==> config.mk <==
export PLATFORM = sky130hd
export DESIGN_NAME = rss_reset_strap_sampler
export DESIGN_NICKNAME = d
export VERILOG_FILES = /design/src/shared/rss_pkg.sv /design/src/rss_reset_strap_sampler.sv
export VERILOG_INCLUDE_DIRS = /design/src /design/src/shared
export SDC_FILE = /design/constraint.sdc
export NUM_CORES = 1
export LEC_CHECK = 0
export BUFFER_PORTS_ARGS = -buffer_cell sky130_fd_sc_hd__clkbuf_2
export CORE_MARGIN = 4
export CORE_UTILIZATION = 53
export DETAILED_ROUTE_END_ITERATION = 6
export GPL_ROUTABILITY_DRIVEN = 0
export PLACE_DENSITY = 0.82
export SLEW_MARGIN = 40
export SYNTH_ARGS = -nofsm -noshare
export SYNTH_HDL_FRONTEND = slang
export SYNTH_SLANG_ARGS = --single-unit
==> constraint.sdc <==
create_clock -name ref_clk -period 2 [get_ports ref_clk]
set_input_delay 0.1 -clock ref_clk [delete_from_list [all_inputs] [get_ports ref_clk]]
set_output_delay 0.1 -clock ref_clk [all_outputs]
set_load 0.05 [all_outputs]
==> src/shared/rss_params.svh <==
`ifndef RSS_PARAMS_SVH
`define RSS_PARAMS_SVH
// strap sampling delay after reset release, in ns
`define RSS_SAMPLE_DELAY_NS   1500
// system clock period, in ns
`define RSS_CLK_PERIOD_NS     100
// number of test strap pins
`define RSS_NUM_STRAPS        8
// bit of the strap bus that carries trigger output one
`define RSS_TRIG_PIN          4
// reset value of the latched strap word
`define RSS_STRAP_RST         8'h00
`endif

==> src/shared/rss_pkg.sv <==
package rss_pkg;
   typedef enum logic [1:0] {
      RSS_HOLD   = 2'b00,
      RSS_WAIT   = 2'b01,
      RSS_SAMPLE = 2'b11,
      RSS_RUN    = 2'b10
   } rss_state_e;

   typedef struct packed {
      logic [7:0] out;
      logic [7:0] oe;
   } rss_pins_s;

   typedef struct packed {
      logic       config_start;
      logic       running;
      logic       test_mode;
      logic [7:0] strap_word;
   } rss_status_s;
endpackage

==> src/rss_reset_strap_sampler.sv <==
// Contract
// RL1 - self-configuration starts only after a rising edge on power-on reset; the code also starts it on release of resetn alone.
// RL2 - all outputs stay inactive while power-on reset is held low.
// RL3 - all eight test pins are high impedance during reset.
// RL4 - about 1.5 us after release sample pins, then drive them.
// RL5 - after sampling, test pin four carries trigger output one.
// RL6 - pins rest low by pulldown, so open pins select normal operation.
// RL7 - outside logic must not pull test pins high at reset release.
// RL8 - reset stays asserted until all controller clocks are stable.
// RL9 - synchronise reset release and count clock cycles for sample delay.
`timescale 1ns/1ns
`include "rss_params.svh"
module rss_reset_strap_sampler #(
   parameter int NUM_STRAPS = `RSS_NUM_STRAPS,
   parameter int TRIG_PIN   = `RSS_TRIG_PIN
) (
   input  wire logic                power_on_reset_n,
   input  wire logic                ref_clk,
   input  wire logic                resetn,
   input  wire logic [7:0]          test_strap_pin_in,
   input  wire logic [7:0]          test_out_data,
   input  wire logic                trigger_output_one,
   output rss_pkg::rss_pins_s       test_strap_pin,
   output rss_pkg::rss_status_s     status
);
   import rss_pkg::*;

   localparam int DELAY_CYC_RAW = `RSS_SAMPLE_DELAY_NS / `RSS_CLK_PERIOD_NS;
   localparam int DELAY_CYC     = (DELAY_CYC_RAW < 1) ? 1 : DELAY_CYC_RAW;
   localparam int CW            = $clog2(DELAY_CYC + 1);

   initial begin
      if (NUM_STRAPS != 8 || TRIG_PIN < 0 || TRIG_PIN >= NUM_STRAPS) begin
         $error("rss: unsupported strap configuration");
      end
   end

   // both resets hold the block; their release is synchronised
   logic       arst_n;
   logic       por_meta_r;
   logic       por_sync_r;
   logic [7:0] pin_meta_r;
   logic [7:0] pin_sync_r;

   assign arst_n = resetn & power_on_reset_n;

   // RL9 release synchroniser
   always_ff @(posedge ref_clk or negedge arst_n) begin
      if (!arst_n) begin
         por_meta_r <= 1'b0;
         por_sync_r <= 1'b0;
      end else begin
         por_meta_r <= 1'b1;
         por_sync_r <= por_meta_r;
      end
   end

   always_ff @(posedge ref_clk or negedge arst_n) begin
      if (!arst_n) begin
         pin_meta_r <= `RSS_STRAP_RST;
         pin_sync_r <= `RSS_STRAP_RST;
      end else begin
         pin_meta_r <= test_strap_pin_in;
         pin_sync_r <= pin_meta_r;
      end
   end

   rss_state_e    state_r;
   rss_state_e    state_nxt;
   logic [CW-1:0] cnt_r;
   logic [CW-1:0] cnt_nxt;
   logic [7:0]    strap_r;
   logic [7:0]    strap_nxt;

   always_comb begin
      state_nxt = state_r;
      cnt_nxt   = cnt_r;
      strap_nxt = strap_r;
      unique case (state_r)
         RSS_HOLD: begin
            // RL1 start on release edge
            if (por_sync_r) begin
               state_nxt = RSS_WAIT;
               cnt_nxt   = '0;
            end
         end
         RSS_WAIT: begin
            // RL4 count sample delay
            if (cnt_r == CW'(DELAY_CYC - 1)) begin
               state_nxt = RSS_SAMPLE;
            end else begin
               cnt_nxt = cnt_r + CW'(1);
            end
         end
         RSS_SAMPLE: begin
            // RL6 low reads mean normal mode
            strap_nxt = pin_sync_r;
            state_nxt = RSS_RUN;
         end
         RSS_RUN: begin
            state_nxt = RSS_RUN;
         end
      endcase
   end

   always_ff @(posedge ref_clk or negedge arst_n) begin
      if (!arst_n) begin
         state_r <= RSS_HOLD;
         cnt_r   <= '0;
         strap_r <= `RSS_STRAP_RST;
      end else begin
         state_r <= state_nxt;
         cnt_r   <= cnt_nxt;
         strap_r <= strap_nxt;
      end
   end

   rss_pins_s   pins_nxt;
   rss_status_s stat_nxt;

   always_comb begin
      pins_nxt = '0;
      stat_nxt = '0;
      // RL3 pins undriven until run
      if (state_nxt == RSS_RUN) begin
         pins_nxt.oe  = 8'hFF;
         pins_nxt.out = test_out_data;
         // RL5 trigger on pin four
         pins_nxt.out[TRIG_PIN] = trigger_output_one;
         stat_nxt.running       = 1'b1;
      end
      stat_nxt.config_start = (state_nxt != RSS_HOLD);
      stat_nxt.strap_word   = strap_nxt;
      stat_nxt.test_mode    = |strap_nxt;
   end

   // RL2 outputs inactive in reset
   always_ff @(posedge ref_clk or negedge arst_n) begin
      if (!arst_n) begin
         test_strap_pin <= '0;
         status         <= '0;
      end else begin
         test_strap_pin <= pins_nxt;
         status         <= stat_nxt;
      end
   end
endmodule

==> impl_metrics.ini <==
[sta]
finalCritPeriodShare_pct = 79.1
relSlewSlack_pct = 64.4
skew_ns = 0.0177
fin_ws_ns = 0.417
tightest_slew_ns = 0.534
rsz0062_at_grt = no
finalMaxSlewViolations = 0
tns_ns = 0
setup_violations = 0
max_freq_mhz = 632
hold_viol = 0
final.min_clock_period_ns = 1.58

[clocking]
clk_pin_slew_ns = 0.14
cts_buffers = 5
cts_hold_buf = 18
cts.repair.resized = 0
clk_path_buf_depth = 2
cts_tree = done
post-cts-setup-buffers = 0
clockRootBuffer = clkbuf_4
htreeDepth = 2
cts.sinks = 43
clk_latency_ns = 0.36

[synth]
ys.flop_type = dfrtp_1
async_flop_share_pct = 100
synth_edf_count = 0
yosys_warnings = 0
synth_cells = 104
synthTopCellsByArea = dfrtp_1 (71%), mux2_2 (5.9%), buf_4 (3.9%), and2_1 (3.7%), ha_1 (1.6%)
synth.yosys.seq_area_share_pct = 70.7
synth.distinct_cells = 27
netlist_area_sq_um = 1520
synth_top_cells_by_count = dfrtp_1 (43), and2_1 (9), buf_4 (8), mux2_2 (8)
synth_area_per_cell_sq_um = 14.6
synth.most_common_cell = dfrtp_1
synthDominantCellAreaShare_pct = 70.7
synth-seq-cells = 43
syn_nets = 126
synth.largest_area_cell = dfrtp_1

[final_layout]
drive_gt1_share_pct = 39.6
nets = 185
area_growth_pct = 29.9
diodes = 0
fillers = 176
utilization_pct = 71.7

[detailed_routing]
detail-route-antenna-nets = 0
drt_iter0_drc = 9
drtPass1Iterations = 4
drc_errors = 0
avgRoutedWirePerCell_um = 16.4
vias_per_cell = 5.17
vias = 1008
wl_mm = 3.21

[placement]
portBuffers = 45
dp_worst_setup_slack_ns = 0.530
dp_hpwl_mm = 1.82

[worst_setup_path]
path_class = reg2reg
critPathArrivalTime_ns = 1.82
crit_fanout = 6
r2r_slack_ns = 0.42
r2r_start = cnt_r[0]
cp.required_ns = 2.24
cp_num_buf_inv = 1
crit_path_end_kind = flop
slowest_stage = dfrtp_1
cpPeakStageDelay_ns = 0.48
worstPathCellList = inv_1 -> ha_1 -> nand3_1 -> a41oi_1 -> a211o_1
r2r_cells = 5
timing.rr.end = cnt_r[3]
critPathLaunchType = flop
path_delay_family = flip-flops

[floorplanning]
io_pins = 47
dieArea_sq_um = 3790
rows = 19
die_x_um = 61.6
fp.dieH_um = 61.6
core-area_sq_um = 2760
start_util_pct = 55.2

[global_route]
overflow = 0
grt_pass1_wl_mm = 5.14
grt_pass1_vias = 1098
grt_usage_pct = 20.2
grt_max_degree = 44
antenna_found_initial = 0

[min_path]
hold_class = in2async

[job]
max_cap_viol_count = 0

[pwr]
p_leak_nw = 1.02
power_density_nw_per_um2 = 1710
ir_drop_v = 0.00151

[run_status]
outcome = finished clean
[sequential cells by signal (all words and copies together), names as in the netlist]
| name | cells |
|---|---|
| pin_sync_r | 8 |
| por_meta_r | 1 |
| por_sync_r | 1 |
| status | 10 |
| pin_meta_r | 8 |
| state_r | 2 |
| test_strap_pin | 9 |
| cnt_r | 4 |
[per-layer routing]
layer	track usage (%)	wire, um
met2	35.9	1770
met5	0	0
met4	6.36	46
met3	8.18	253
met1	22.0	1140
[worst min-delay path, stage by stage]
cell	delay [ns]
dlygate4sd3_1	0.52
clkbuf_2	0.09
and2_4	0.47
[cell families (layout without fill, tap and decap cells)]
family                     after synthesis  in the layout  share of synthesized area [%]
DFF                                     43             43                           70.7
adders and majority gates                2              2                           1.64
and+or+nand+nor                         25             25                           10.4
muxes                                   10             10                           7.24
AOI/OAI and AO/OA                        9              9                           4.19
buffers and inverters                   14             74                           5.51
other                                    1              1                          0.246
[per-stage QoR]
step,cell area (sq um),power [W],hold WS (ns),std cells
after floorplan,1520,0.00255,0.131,104
after global placement,1710,0.00273,0.209,169
after detailed placement,1720,0.00279,0.210,169
after CTS,1980,0.00337,0.361,195
after global routing,1980,0.00356,0.347,195
final,1980,0.00338,0.349,195
[layout by cell type, fill, tap and decap left out, types with 2 or more instances in the layout]
cell           instances
dlygate4sd3_1         18
a211o_1                2
mux2_2                 8
nand3_1                2
o21bai_1               2
ha_1                   2
mux2i_1                2
nor2_1                 2
inv_1                  3
dfrtp_1               43
and2_1                 8
clkbuf_2              45
clkbuf_4               5
nor4_1                 3
nand2_1                3
[how the worst max path moves through the flow]
stage | to | slack (ns) | cells after the start | startpoint
floorplan | cnt_r[0] | 0.63 | 1 | power_on_reset_n
global placement | cnt_r[3] | 0.62 | 5 | cnt_r[0]
detailed placement | cnt_r[3] | 0.53 | 5 | cnt_r[0]
CTS | cnt_r[3] | 0.45 | 5 | cnt_r[0]
global route | cnt_r[3] | 0.32 | 5 | cnt_r[0]
finish | cnt_r[3] | 0.42 | 5 | cnt_r[0]
[final cells by class]
cell class,count,area (sq um),share of cell area [%]
clock buffers,5,37.5,1.90
flip-flops and latches,43,1080,54.4
clock inverters,3,43.8,2.22
multi-input cells,47,364,18.4
inverters,3,11.3,0.570
repair buffers,63,405,20.5
well taps,31,38.8,1.96
[power by group]
part           switching [W]  internal (W)  leakage (nW)  total [W]
sequential          0.000231       0.00108         0.536    0.00132
clock               0.000292      0.000263        0.0452   0.000555
combinational        0.00112      0.000391         0.434    0.00151
total                0.00164       0.00174          1.02    0.00338
No activity file was read; power rests on OpenSTA's default activity.
